`src/inc/hbc_pkg.sv`:
```
// package for the hardware breakpoint comparator
// assumes one bus clock and the plain register port of the comparator
package hbc_pkg;

    // ****************************************
    // register offsets (byte registers)
    // ****************************************
    localparam logic [2:0] OFF_CONTROL_0 = 3'h0;
    localparam logic [2:0] OFF_CONTROL_1 = 3'h1;
    localparam logic [2:0] OFF_ADDRESS_HIGH = 3'h2;
    localparam logic [2:0] OFF_ADDRESS_LOW = 3'h3;
    localparam logic [2:0] OFF_DATA_HIGH = 3'h4;
    localparam logic [2:0] OFF_DATA_LOW = 3'h5;

    // ****************************************
    // field positions, control 0
    // ****************************************
    localparam int BIT_MODE_HI = 7;
    localparam int BIT_MODE_LO = 6;
    localparam int BIT_BREAK_ON_PROGRAM = 5;
    localparam int BIT_SECOND_RANGE = 1;
    localparam int BIT_FIRST_RANGE = 0;

    // ****************************************
    // field positions, control 1
    // ****************************************
    localparam int BIT_DATA_BUS_ENABLE = 7;
    localparam int BIT_HIGH_MASK = 6;
    localparam int BIT_LOW_MASK = 5;
    localparam int BIT_SECOND_DIR_ENABLE = 3;
    localparam int BIT_SECOND_DIR_VALUE = 2;
    localparam int BIT_FIRST_DIR_ENABLE = 1;
    localparam int BIT_FIRST_DIR_VALUE = 0;

    // ****************************************
    // reset values
    // ****************************************
    localparam logic [7:0] RESET_CONTROL = 8'h00;
    localparam logic [7:0] RESET_COMPARE = 8'h00;
    localparam logic [7:0] READ_UNMAPPED = 8'h00;

    // ****************************************
    // modes and carriers
    // ****************************************
    typedef enum logic [1:0] {
        HBC_OFF = 2'h0,
        HBC_SWI_DUAL = 2'h1,
        HBC_BDM_FULL = 2'h2,
        HBC_BDM_DUAL = 2'h3
    } hbc_mode_t;

    typedef struct packed {
        logic valid;
        logic [15:0] address;
        logic [15:0] data;
        logic read;
        logic program_fetch;
    } hbc_bus_t;

    typedef struct packed {
        logic [2:0] address;
        logic [7:0] write_data;
        logic write;
        logic read;
    } hbc_reg_req_t;

endpackage : hbc_pkg

```
`src/hdl/hbc_compare.sv`:
```
// hardware breakpoint comparator: registers, match logic and requests
// assumes cpu bus cycles and debug status are synchronous to clk_sys
//
// How it works
// - mode bits: 00 off, 01 swi dual, 10 bdm full, 11 bdm dual
// - no match at all while background mode is active
// - swi dual: interrupt per address match, fetch-tagged only, no data
// - swi dual: per-breakpoint range bits; direction and masks ignored
// - dual modes: data-bus enable gates second address breakpoint
// - full mode ignores second range and direction bits
// - full mode: data enable and masks, ignored when break on program
// - bdm dual: program, range, direction honoured; masks ignored
// - debug entry only while debug enable is set
// - break on program zero: next boundary; one: executed opcode only
// - break on program has no effect in swi dual mode
// - first breakpoint: range clear high byte only, set full word
// - second breakpoint: range set adds low data register to low byte
// - data enable clear excludes both data registers everywhere
// - full mode: high mask drops 15:8, low mask drops 7:0
// - first direction: enable clear don't care, value 0 write 1 read
// - second direction in dual mode works like the first
// - address registers compare high and low address bytes
// - data registers: data bus in full, address bus in dual
// - compare registers cleared on power-on only
// - control registers readable and writable at any time
// - tagged fetch travels the queue, enters background at head in bdm modes
// - background mode never entered while debug enable is clear
//
// The plain strobed port and the register addresses were left to the implementer.
`timescale 1ns/1ps

module hbc_compare
(
    // clock and resets
    input wire logic clk_sys,
    input wire logic reset_n,
    input wire logic power_on_reset_n,
    // register port
    input wire hbc_pkg::hbc_reg_req_t reg_req,
    output logic [7:0] reg_read_data,
    // cpu bus and debug status
    input wire hbc_pkg::hbc_bus_t cpu_bus,
    input wire logic instruction_boundary,
    input wire logic tag_at_head,
    input wire logic background_active,
    input wire logic debug_enable,
    // requests
    output logic swi_request,
    output logic debug_entry_request,
    output logic fetch_tag
);

    // ****************************************
    // registers
    // ****************************************
    logic [7:0] break_control_0;
    logic [7:0] break_control_1;
    logic [7:0] break_address_high;
    logic [7:0] break_address_low;
    logic [7:0] break_data_high;
    logic [7:0] break_data_low;

    // control registers follow ordinary reset
    always_ff @(posedge clk_sys)
    begin
        if (!reset_n)
        begin
            break_control_0 <= hbc_pkg::RESET_CONTROL;
            break_control_1 <= hbc_pkg::RESET_CONTROL;
        end
        else if (reg_req.write)
        begin
            if (reg_req.address == hbc_pkg::OFF_CONTROL_0)
                break_control_0 <= reg_req.write_data;
            if (reg_req.address == hbc_pkg::OFF_CONTROL_1)
                break_control_1 <= reg_req.write_data;
        end
    end

    // compare registers only see power-on reset, so a debugger's setup
    // survives watchdog and pin resets
    always_ff @(posedge clk_sys)
    begin
        if (!power_on_reset_n)
        begin
            break_address_high <= hbc_pkg::RESET_COMPARE;
            break_address_low <= hbc_pkg::RESET_COMPARE;
            break_data_high <= hbc_pkg::RESET_COMPARE;
            break_data_low <= hbc_pkg::RESET_COMPARE;
        end
        else if (reg_req.write)
        begin
            unique case (reg_req.address)
                hbc_pkg::OFF_ADDRESS_HIGH:
                    break_address_high <= reg_req.write_data;
                hbc_pkg::OFF_ADDRESS_LOW:
                    break_address_low <= reg_req.write_data;
                hbc_pkg::OFF_DATA_HIGH:
                    break_data_high <= reg_req.write_data;
                hbc_pkg::OFF_DATA_LOW:
                    break_data_low <= reg_req.write_data;
                default:
                begin
                end
            endcase
        end
    end

    // read data one cycle after the strobe, zero otherwise
    always_ff @(posedge clk_sys)
    begin
        if (!reset_n)
            reg_read_data <= hbc_pkg::READ_UNMAPPED;
        else if (!reg_req.read)
            reg_read_data <= hbc_pkg::READ_UNMAPPED;
        else
        begin
            unique case (reg_req.address)
                hbc_pkg::OFF_CONTROL_0:
                    reg_read_data <= break_control_0;
                hbc_pkg::OFF_CONTROL_1:
                    reg_read_data <= break_control_1;
                hbc_pkg::OFF_ADDRESS_HIGH:
                    reg_read_data <= break_address_high;
                hbc_pkg::OFF_ADDRESS_LOW:
                    reg_read_data <= break_address_low;
                hbc_pkg::OFF_DATA_HIGH:
                    reg_read_data <= break_data_high;
                hbc_pkg::OFF_DATA_LOW:
                    reg_read_data <= break_data_low;
                default:
                    reg_read_data <= hbc_pkg::READ_UNMAPPED;
            endcase
        end
    end

    // ****************************************
    // field decode
    // ****************************************
    hbc_pkg::hbc_mode_t mode;
    logic break_on_program;
    logic first_range_control;
    logic second_range_control;
    logic data_bus_compare_enable;
    logic high_byte_mask;
    logic low_byte_mask;
    logic first_dir_compare_enable;
    logic first_dir_value;
    logic second_dir_compare_enable;
    logic second_dir_value;

    assign mode = hbc_pkg::hbc_mode_t'({
        break_control_0[hbc_pkg::BIT_MODE_HI],
        break_control_0[hbc_pkg::BIT_MODE_LO]});
    assign break_on_program = break_control_0[hbc_pkg::BIT_BREAK_ON_PROGRAM];
    assign first_range_control = break_control_0[hbc_pkg::BIT_FIRST_RANGE];
    assign second_range_control = break_control_0[hbc_pkg::BIT_SECOND_RANGE];
    assign data_bus_compare_enable =
        break_control_1[hbc_pkg::BIT_DATA_BUS_ENABLE];
    assign high_byte_mask = break_control_1[hbc_pkg::BIT_HIGH_MASK];
    assign low_byte_mask = break_control_1[hbc_pkg::BIT_LOW_MASK];
    assign first_dir_compare_enable =
        break_control_1[hbc_pkg::BIT_FIRST_DIR_ENABLE];
    assign first_dir_value = break_control_1[hbc_pkg::BIT_FIRST_DIR_VALUE];
    assign second_dir_compare_enable =
        break_control_1[hbc_pkg::BIT_SECOND_DIR_ENABLE];
    assign second_dir_value = break_control_1[hbc_pkg::BIT_SECOND_DIR_VALUE];

    // ****************************************
    // comparators
    // ****************************************
    // direction check: enable clear is don't care, value 1 matches reads
    function automatic logic dir_ok(input logic enable, input logic value,
                                    input logic is_read);
        dir_ok = !enable || (value == is_read);
    endfunction : dir_ok

    // byte address compare with optional low byte
    function automatic logic addr_ok(input logic [7:0] high,
                                     input logic [7:0] low,
                                     input logic use_low,
                                     input logic [15:0] address);
        addr_ok = (address[15:8] == high) &&
                  (!use_low || (address[7:0] == low));
    endfunction : addr_ok

    logic dual_mode;
    logic program_only;
    logic first_dir_match;
    logic second_dir_match;
    logic first_hit;
    logic second_hit;
    logic data_hit;
    logic any_hit;

    assign dual_mode = (mode == hbc_pkg::HBC_SWI_DUAL) ||
                       (mode == hbc_pkg::HBC_BDM_DUAL);
    // swi dual is always fetch-tagged, whatever break on program says
    assign program_only = (mode == hbc_pkg::HBC_SWI_DUAL) ||
                          break_on_program;

    // direction ignored in swi dual mode and for program breakpoints
    assign first_dir_match = program_only ||
        dir_ok(first_dir_compare_enable, first_dir_value,
               cpu_bus.read);
    assign second_dir_match = program_only ||
        dir_ok(second_dir_compare_enable, second_dir_value,
               cpu_bus.read);

    assign first_hit = addr_ok(break_address_high, break_address_low,
                               first_range_control,
                               cpu_bus.address) && first_dir_match;

    // second address breakpoint lives only in dual modes
    assign second_hit = dual_mode && data_bus_compare_enable &&
        addr_ok(break_data_high, break_data_low, second_range_control,
                cpu_bus.address) && second_dir_match;

    // full mode data compare; masks and enable drop out under program
    assign data_hit = !data_bus_compare_enable || break_on_program ||
        ((high_byte_mask || cpu_bus.data[15:8] == break_data_high) &&
         (low_byte_mask || cpu_bus.data[7:0] == break_data_low));

    always_comb
    begin
        any_hit = 1'b0;
        unique case (mode)
            hbc_pkg::HBC_OFF:
                any_hit = 1'b0;
            hbc_pkg::HBC_BDM_FULL:
                any_hit = first_hit && data_hit;
            hbc_pkg::HBC_SWI_DUAL,
            hbc_pkg::HBC_BDM_DUAL:
                any_hit = first_hit || second_hit;
        endcase
    end

    logic qualified;
    assign qualified = cpu_bus.valid && any_hit && !background_active &&
                       (!program_only || cpu_bus.program_fetch);

    // ****************************************
    // pending break and requests
    // ****************************************
    // a data break waits for the next instruction boundary; a program
    // break is tagged on the fetch and fires when the tag reaches the head
    logic data_pending;
    logic next_data_pending;
    logic bdm_mode;

    assign bdm_mode = mode == hbc_pkg::HBC_BDM_FULL ||
                      mode == hbc_pkg::HBC_BDM_DUAL;

    always_comb
    begin
        next_data_pending = data_pending;
        if (background_active || !bdm_mode || break_on_program)
            next_data_pending = 1'b0;
        else if (qualified)
            next_data_pending = 1'b1;
        else if (instruction_boundary)
            next_data_pending = 1'b0;
    end

    always_ff @(posedge clk_sys)
    begin
        if (!reset_n)
            data_pending <= 1'b0;
        else
            data_pending <= next_data_pending;
    end

    // tag the fetched opcode so the queue carries it to the head
    always_ff @(posedge clk_sys)
    begin
        if (!reset_n)
            fetch_tag <= 1'b0;
        else
            fetch_tag <= qualified && program_only;
    end

    always_ff @(posedge clk_sys)
    begin
        if (!reset_n)
            swi_request <= 1'b0;
        else
            swi_request <= mode == hbc_pkg::HBC_SWI_DUAL && tag_at_head &&
                           !background_active;
    end

    // no hardware stops a break without debug enable set; gating here
    // avoids the re-entry loop the debug firmware would otherwise run
    always_ff @(posedge clk_sys)
    begin
        if (!reset_n)
            debug_entry_request <= 1'b0;
        else
            debug_entry_request <= bdm_mode && debug_enable &&
                !background_active && !debug_entry_request &&
                ((data_pending && instruction_boundary) ||
                 (break_on_program && tag_at_head));
    end

    // ****************************************
    // checks
    // ****************************************
    property p_no_debug_without_enable;
        @(posedge clk_sys) disable iff (!reset_n)
        !debug_enable |=> !debug_entry_request;
    endproperty
    a_no_debug_without_enable: assert property (p_no_debug_without_enable)
        else $error("debug entry without debug enable");

    property p_no_match_in_background;
        @(posedge clk_sys) disable iff (!reset_n)
        background_active |=> !fetch_tag && !swi_request;
    endproperty
    a_no_match_in_background: assert property (p_no_match_in_background)
        else $error("match while background active");

    property p_swi_only_dual;
        @(posedge clk_sys) disable iff (!reset_n)
        swi_request |-> $past(mode) == hbc_pkg::HBC_SWI_DUAL;
    endproperty
    a_swi_only_dual: assert property (p_swi_only_dual)
        else $error("software interrupt outside swi dual mode");

    property p_off_quiet;
        @(posedge clk_sys) disable iff (!reset_n)
        mode == hbc_pkg::HBC_OFF |=> !fetch_tag;
    endproperty
    a_off_quiet: assert property (p_off_quiet)
        else $error("tag while breakpoints off");

    property p_one_request;
        @(posedge clk_sys) disable iff (!reset_n)
        !(swi_request && debug_entry_request);
    endproperty
    a_one_request: assert property (p_one_request)
        else $error("both requests at once");

    property p_debug_pulse;
        @(posedge clk_sys) disable iff (!reset_n)
        debug_entry_request |=> !debug_entry_request;
    endproperty
    a_debug_pulse: assert property (p_debug_pulse)
        else $error("debug request longer than one cycle");

    property p_tag_on_fetch;
        @(posedge clk_sys) disable iff (!reset_n)
        fetch_tag |-> $past(cpu_bus.program_fetch) && $past(cpu_bus.valid);
    endproperty
    a_tag_on_fetch: assert property (p_tag_on_fetch)
        else $error("tag on a non-fetch cycle");

    property p_first_full_addr;
        @(posedge clk_sys) disable iff (!reset_n)
        fetch_tag && $past(mode) == hbc_pkg::HBC_BDM_FULL &&
            $past(first_range_control) |->
        $past(cpu_bus.address) == {$past(break_address_high),
                                   $past(break_address_low)};
    endproperty
    a_first_full_addr: assert property (p_first_full_addr)
        else $error("full mode tag with wrong address");

    property p_control_readback;
        @(posedge clk_sys) disable iff (!reset_n)
        reg_req.read && reg_req.address == hbc_pkg::OFF_CONTROL_1 |=>
        reg_read_data == $past(break_control_1);
    endproperty
    a_control_readback: assert property (p_control_readback)
        else $error("control 1 read back wrong");

endmodule : hbc_compare

```
`config.mk`:
```
export PLATFORM = sky130hd
export DESIGN_NAME = hbc_compare
export DESIGN_NICKNAME = d
export VERILOG_FILES = /design/src/inc/hbc_pkg.sv /design/src/hdl/hbc_compare.sv
export SDC_FILE = /design/constraint.sdc
export NUM_CORES = 1
export LEC_CHECK = 0
export BUFFER_PORTS_ARGS = -buffer_cell sky130_fd_sc_hd__buf_2
export CORE_MARGIN = 2
export CORE_UTILIZATION = 49
export DETAILED_ROUTE_END_ITERATION = 8
export GPL_TIMING_DRIVEN = 0
export PLACE_DENSITY = 0.75
export SLEW_MARGIN = 30
export SYNTH_ARGS = -nofsm -noshare
export SYNTH_HDL_FRONTEND = slang
export SYNTH_SLANG_ARGS = --single-unit
```
`constraint.sdc`:
```
create_clock -name clk_sys -period 1.6 [get_ports clk_sys]
set_clock_uncertainty 0.2 [all_clocks]
set_input_delay 0.32 -clock clk_sys [delete_from_list [all_inputs] [get_ports clk_sys]]
set_output_delay 0.32 -clock clk_sys [all_outputs]
set_load 0.02 [all_outputs]
```
After elaboration in Yosys (flattened, before gate mapping)
Cells that the tools add are included.
{"block": "classes", "n_div": 0, "n_addsub": 0, "n_shift": 0, "n_reduce_logical": 59, "n_mux": 4, "order_cmp": 0, "bitwise": 1, "n_mul": 0, "eq_ne": 16}
{"operator": "$eq 8x8->1", "n": 6}
{"operator": "$pmux 8 s6", "n": 1}
{"operator": "$logic_and 1x1->1", "n": 20}
{"operator": "$logic_or 1x1->1", "n": 18}
{"operator": "$reduce_and 2->1", "n": 7}
{"operator": "$logic_not 1->1", "n": 9}
{"operator": "$eq 3x2->1 const B", "n": 2}
{"operator": "$eq 3x3->1 const B", "n": 2}
{"operator": "$eq 2x2->1 const B", "n": 2}
{"operator": "$reduce_or 2->1", "n": 2}
{"operator": "$eq 3x1->1 const B", "n": 1}
{"operator": "$logic_not 3->1", "n": 1}
{"operator": "$pmux 1 s3", "n": 1}
{"operator": "$eq 1x1->1", "n": 2}
{"operator": "$eq 2x1->1 const B", "n": 1}
{"operator": "$logic_not 2->1", "n": 1}
{"operator": "$mux 1", "n": 2}
{"operator": "$reduce_bool 2->1", "n": 1}
{"operator": "$not 1->1", "n": 1}
{"block": "totals", "out_inout_bits": 11, "input_bits": 55, "mem_bits_ro": 0, "ff_bits": 60, "wordCells": 91, "memories": 0, "mem_bits_rw": 0, "latch_bits": 0}

Logic depth before layout (Yosys ltp)
{"block": "depth", "word_depth": 11, "depth_mapped": 7, "ltp_nobuf": 6}

Least setup slack after synthesis
Ideal clock, no wire load.
{"block": "synth_path", "kind": "input -> register", "start": "in reg_req[11] in the netlist's numbering", "end": "reg reg_read_data[6]", "slack_ns": 0.037, "setup_time_ns": 0.121, "n_path_buf": 2, "stages": 5, "t_arrival_ns": 1.242, "cell_sequence": "buf_2 > buf_2 > mux4_2 > a22oi_1 > nor2_1"}
{"block": "synth_via", "elab_chain_len": 2, "word_cells_on_any_way": 7, "cone_classes": "5 x eq/ne; 1 x mux; 1 x reduce/logical"}
{"element": "start: declaration", "line_no": "hbc_compare.sv:39", "text": "input wire hbc_pkg::hbc_reg_req_t reg_req,"}
{"element": "$eq 3x3->1 (tied with other cells)", "line_no": "hbc_compare.sv:118", "text": "unique case (reg_req.address)"}
{"element": "$pmux 8 s6 (*)", "line_no": "hbc_compare.sv:118"}
{"element": "end signal: assignment", "line_no": "hbc_compare.sv:120", "text": "reg_read_data <= break_control_0;"}
{"element": "end signal: assignment", "line_no": "hbc_compare.sv:122", "text": "reg_read_data <= break_control_1;"}
{"element": "end signal: assignment", "line_no": "hbc_compare.sv:124", "text": "reg_read_data <= break_address_high;"}
{"element": "end: declaration", "line_no": "hbc_compare.sv:40", "text": "output logic [7:0] reg_read_data,"}
Mark *: on every way between the ends. The rest lies on a longest branch, timed or not.
A chain may end at the register's enable or synchronous reset.

Worst setup path after layout
{"block": "layout_path", "start": "reg break_data_low[7]", "end": "reg fetch_tag"}
{"block": "layout_via", "elab_chain_len": 11, "word_cells_on_any_way": 16, "cone_classes": "2 x eq/ne; 1 x mux; 13 x reduce/logical"}
{"element": "start: declaration", "line_no": "hbc_compare.sv:61", "text": "logic [7:0] break_data_low;"}
{"element": "start signal: assignment", "line_no": "hbc_compare.sv:89", "text": "break_data_low <= hbc_pkg::RESET_COMPARE;"}
{"element": "start signal: assignment", "line_no": "hbc_compare.sv:101", "text": "break_data_low <= reg_req.write_data;"}
{"element": "$eq 8x8->1", "line_no": "hbc_compare.sv:184", "text": "(!use_low || (address[7:0] == low));"}
{"element": "$logic_or 1x1->1", "line_no": "hbc_compare.sv:184"}
{"element": "$logic_and 1x1->1", "line_no": "hbc_compare.sv:183", "text": "addr_ok = (address[15:8] == high) &&"}
{"element": "$logic_and 1x1->1", "line_no": "hbc_compare.sv:215", "text": "assign second_hit = dual_mode && data_bus_compare_enable &&"}
{"element": "$logic_and 1x1->1", "line_no": "hbc_compare.sv:217", "text": "cpu_bus.address) && second_dir_match;"}
{"element": "$logic_or 1x1->1", "line_no": "hbc_compare.sv:234", "text": "any_hit = first_hit || second_hit;"}
{"element": "$pmux 1 s3 (*)", "line_no": "hbc_compare.sv:227", "text": "unique case (mode)"}
{"element": "$logic_and 1x1->1 (*) (3 in series)", "line_no": "hbc_compare.sv:239", "text": "assign qualified = cpu_bus.valid && any_hit && !background_active &&"}
{"element": "$logic_and 1x1->1 (*)", "line_no": "hbc_compare.sv:279", "text": "fetch_tag <= qualified && program_only;"}
{"element": "end signal: assignment", "line_no": "hbc_compare.sv:279"}
{"element": "end: declaration", "line_no": "hbc_compare.sv:50", "text": "output logic fetch_tag"}
Marks and branches as above.

==> impl_results.md <==
* Full die area at roughly 7200 um2
* Post-synthesis cell count at roughly 380
* Wire per inst at between 15 and 20 um
* Syn Std Cell Area at between 3000 and 4000 um2
* I/O Buffers at 63
* First-pass DRT Iterations at 5
* Post-DP HPWL at 7300 um
* Outcome: complete, but fails checks
* Post-synthesis register bit count at 60
* Endpoints failing setup at 2
* Syn Nets at 436
* Global-route wire length before repair at roughly 15000 um
* IR drop worst, VDD at between 0.5 and 0.6 mV
* Most common cell in the netlist: nand2_1
* Fraction of the mapped netlist area in simple logic gates at 0.224
* # rows at 29
* Via-to-Cell Ratio at 5.69
* Post-synth top cells: 101 x nand2_1, 60 x dfxtp_1, 48 x a21boi_1
* CP Class: reg2reg
* Root Buffer: clkbuf_8
* Max-slew violation count at 0
* Worst R2R Start: break_data_low[7]
* R2R depth at 6
* Static Leakage at around 1.6 nW
* Post-synthesis mux area share at 0.0582
* Max cap viols at 0
* Core ar. at 6310 um2
* Worst Setup Start Kind: flop
* ANT nets after route at 0
* Final worst slack at -0.116 ns
* Power Dens Cells at ~830 nW/um2
* Setup crit end: fetch_tag
* Vias in the first global route at between 2000 and 3000
* Flop pwr share at 0.465
* Diodes inserted at 0
* Switch share at 0.254
* Worst slack, placed at -0.296 ns
* CP required at roughly 1.7 ns
* Post-synth EDFFs at 0
* Final Cell Area at about 4000 um2
* Setup crit start: break_data_low[7]
* Reg-to-Reg End: fetch_tag
* Clock Sinks at 60
* Xor and xnor area share after synthesis at 0.138
* Die Ht at 84.6 um
* Worst-Skew Late Latency at 0.35 ns
* Ys flop type: dfxtp_1
* Initial DRC count at 242
* Clock power frac at 0.409
* Slew at the pin closest to its max-slew limit at about 0.53 ns
* Power consumption at between 3 and 4 mW
* P&R area growth vs syn at 25.7%
* Tmin final at 1.72 ns
* R2R Setup Slk at -0.12 ns
* CTS tree: done
* Largest area contributor in the netlist: dfxtp_1
* Htree depth at 3
* GRT Total Usage at 0.287
* Gate power share at 0.127
* Final hold violations at 0
* Mapped Avg Cell Area at approximately 8.4 um2
* Power Internal at around 2.5 mW
* Rel. slew slack at 0.649
* Top post-synthesis cells by area: dfxtp_1 38%, nand2_1 12%, a21boi_1 11%
* RSZ-0062 raised after global routing: yes
* Synth Area in Compound Gates at 0.178
* Chip Width at ~85 um
* Antenna violations before repair at 0
* Starting density of the core at 0.504
* Placed cell area at 3590 um2
* CP endpoint kind: flop
* Clk buf depth at 2
* Largest net degree at the start of global routing at 11
* Failing checks: setup timing
* Post-synth ARST share at 0
* Clock transition at path regs at 0.06 ns
* Final worst-path cycle share at 1.07
* Max Freq at around 0.6 GHz
* Adder-Cell Fraction of Synth Area at 0
* Layout cells sized above 1 at 0.320
* CP max FO at 4
* Gpl congestion at roughly 0.9
* Synth top area share at 0.377
* Synth warn at 0
* Largest family of logic cells by synthesized area: simple AND/OR/NAND/NOR gates
* DR DRC count at 0
* Register area share after synthesis at 0.377
* Vias at between 3000 and 4000
* Total Wirelength at about 10000 um
* CTS Hold Bufs at 0
* IO Count at 66
* Post-layout nets at ~520
* Hold Crit Class: in2reg
* CP arrival at between 1.5 and 2 ns
* Inserted Clock Buffers at 9
* Netlist cell types at 36
* Sw Pwr at around 0.85 mW
* Total gr overflow at 0
-- kinds of logic (layout without fill, tap and decap cells) --
kind of cell              Yosys count  count (layout)
DFF                                60              60
and+or+nand+nor                   160             160
AOI/OAI and AO/OA                  79              79
xor gates and xnor gates           50              50
buffers and inverters              17             102
muxes                              15              15
-- repair_timing --
action,4_1_cts,5_1_grt
gates resized for setup,48,4
setup endpoints to repair,2,3
pin swaps,24,9
setup buffers,8,0
-- power groups by stage --
stage | registers (mW) | logic, mW | clock network (mW)
finish | 1.55 | 0.423 | 1.36
detailed placement | 1.59 | 0.385 | 0
CTS | 1.55 | 0.412 | 1.36
global route | 1.55 | 0.454 | 1.42
floorplan | 1.58 | 0.221 | 0
global placement | 1.59 | 0.376 | 0
-- layer usage --
metal	global-route usage	vias up	part of all wire
met5	0	-	0
met4	0.150	0	0.041
met3	0.0669	33	0.082
met2	0.445	148	0.46
met1	0.374	1451	0.42
li1	-	1459	-
-- registers in the layout (all words and copies together), names as in the netlist --
signal	flops
debug_entry_request	1
swi_request	1
break_data_low	8
data_pending	1
break_control_0	8
break_address_high	8
fetch_tag	1
break_control_1	8
break_data_high	8
break_address_low	8
reg_read_data	8
-- layout make-up --
class / instances / area (um2)
repair buffers: 71 / 375
fillers: 555 / 2310
plain buffers: 16 / 77.6
clock inverters: 2 / 35.0
flip-flops and latches: 60 / 1250
inverters: 1 / 3.75
well taps: 77 / 96.3
multi-input cells: 304 / 2000
clock buffers: 12 / 155
-- cell usage in the layout (no fill, tap or decap), types with 11 or more instances in the layout --
master    count
nand2_1     101
buf_2        74
a21boi_1     48
dfxtp_1      35
xnor2_1      26
nor2_1       19
dfxtp_2      16
xor2_1       14
clkbuf_8     11
-- stage by stage --
stage | utilization | instances | TNS, ns | hold WS (ns)
detailed placement | 0.569 | 521 | -5.17 | 0.213
floorplan | - | 381 | 0 | 0.232
global placement | 0.569 | 521 | -4.43 | 0.200
CTS | 0.632 | 543 | -0.0200 | 0.0379
global route | 0.634 | 543 | -0.284 | 0.0445
finish | 0.634 | 543 | -0.197 | 0.0330
-- how the worst min path moves through the flow --
| stage | cells after the start | endpoint | slack, ns | startpoint |
|---|---|---|---|---|
| 2_1_floorplan | 2 | break_control_0[2] | 0.23 | break_control_0[2] |
| 3_3_place_gp | 1 | debug_entry_request | 0.20 | debug_entry_request |
| 3_5_place_dp | 1 | debug_entry_request | 0.21 | debug_entry_request |
| 4_1_cts | 2 | swi_request | 0.04 | tag_at_head |
| 5_1_grt | 2 | debug_entry_request | 0.04 | debug_enable |
| 6_report | 2 | swi_request | 0.03 | tag_at_head |
-- critical path, stage by stage, from the launching register on --
cell and delay (ns):
dfxtp_2 0.36, xnor2_2 0.18, nand4_1 0.14, o21ai_2 0.22
nand4_1 0.13, a211oi_2 0.26, and3b_1 0.17
Note: power is estimated with default switching activity, not from simulation.
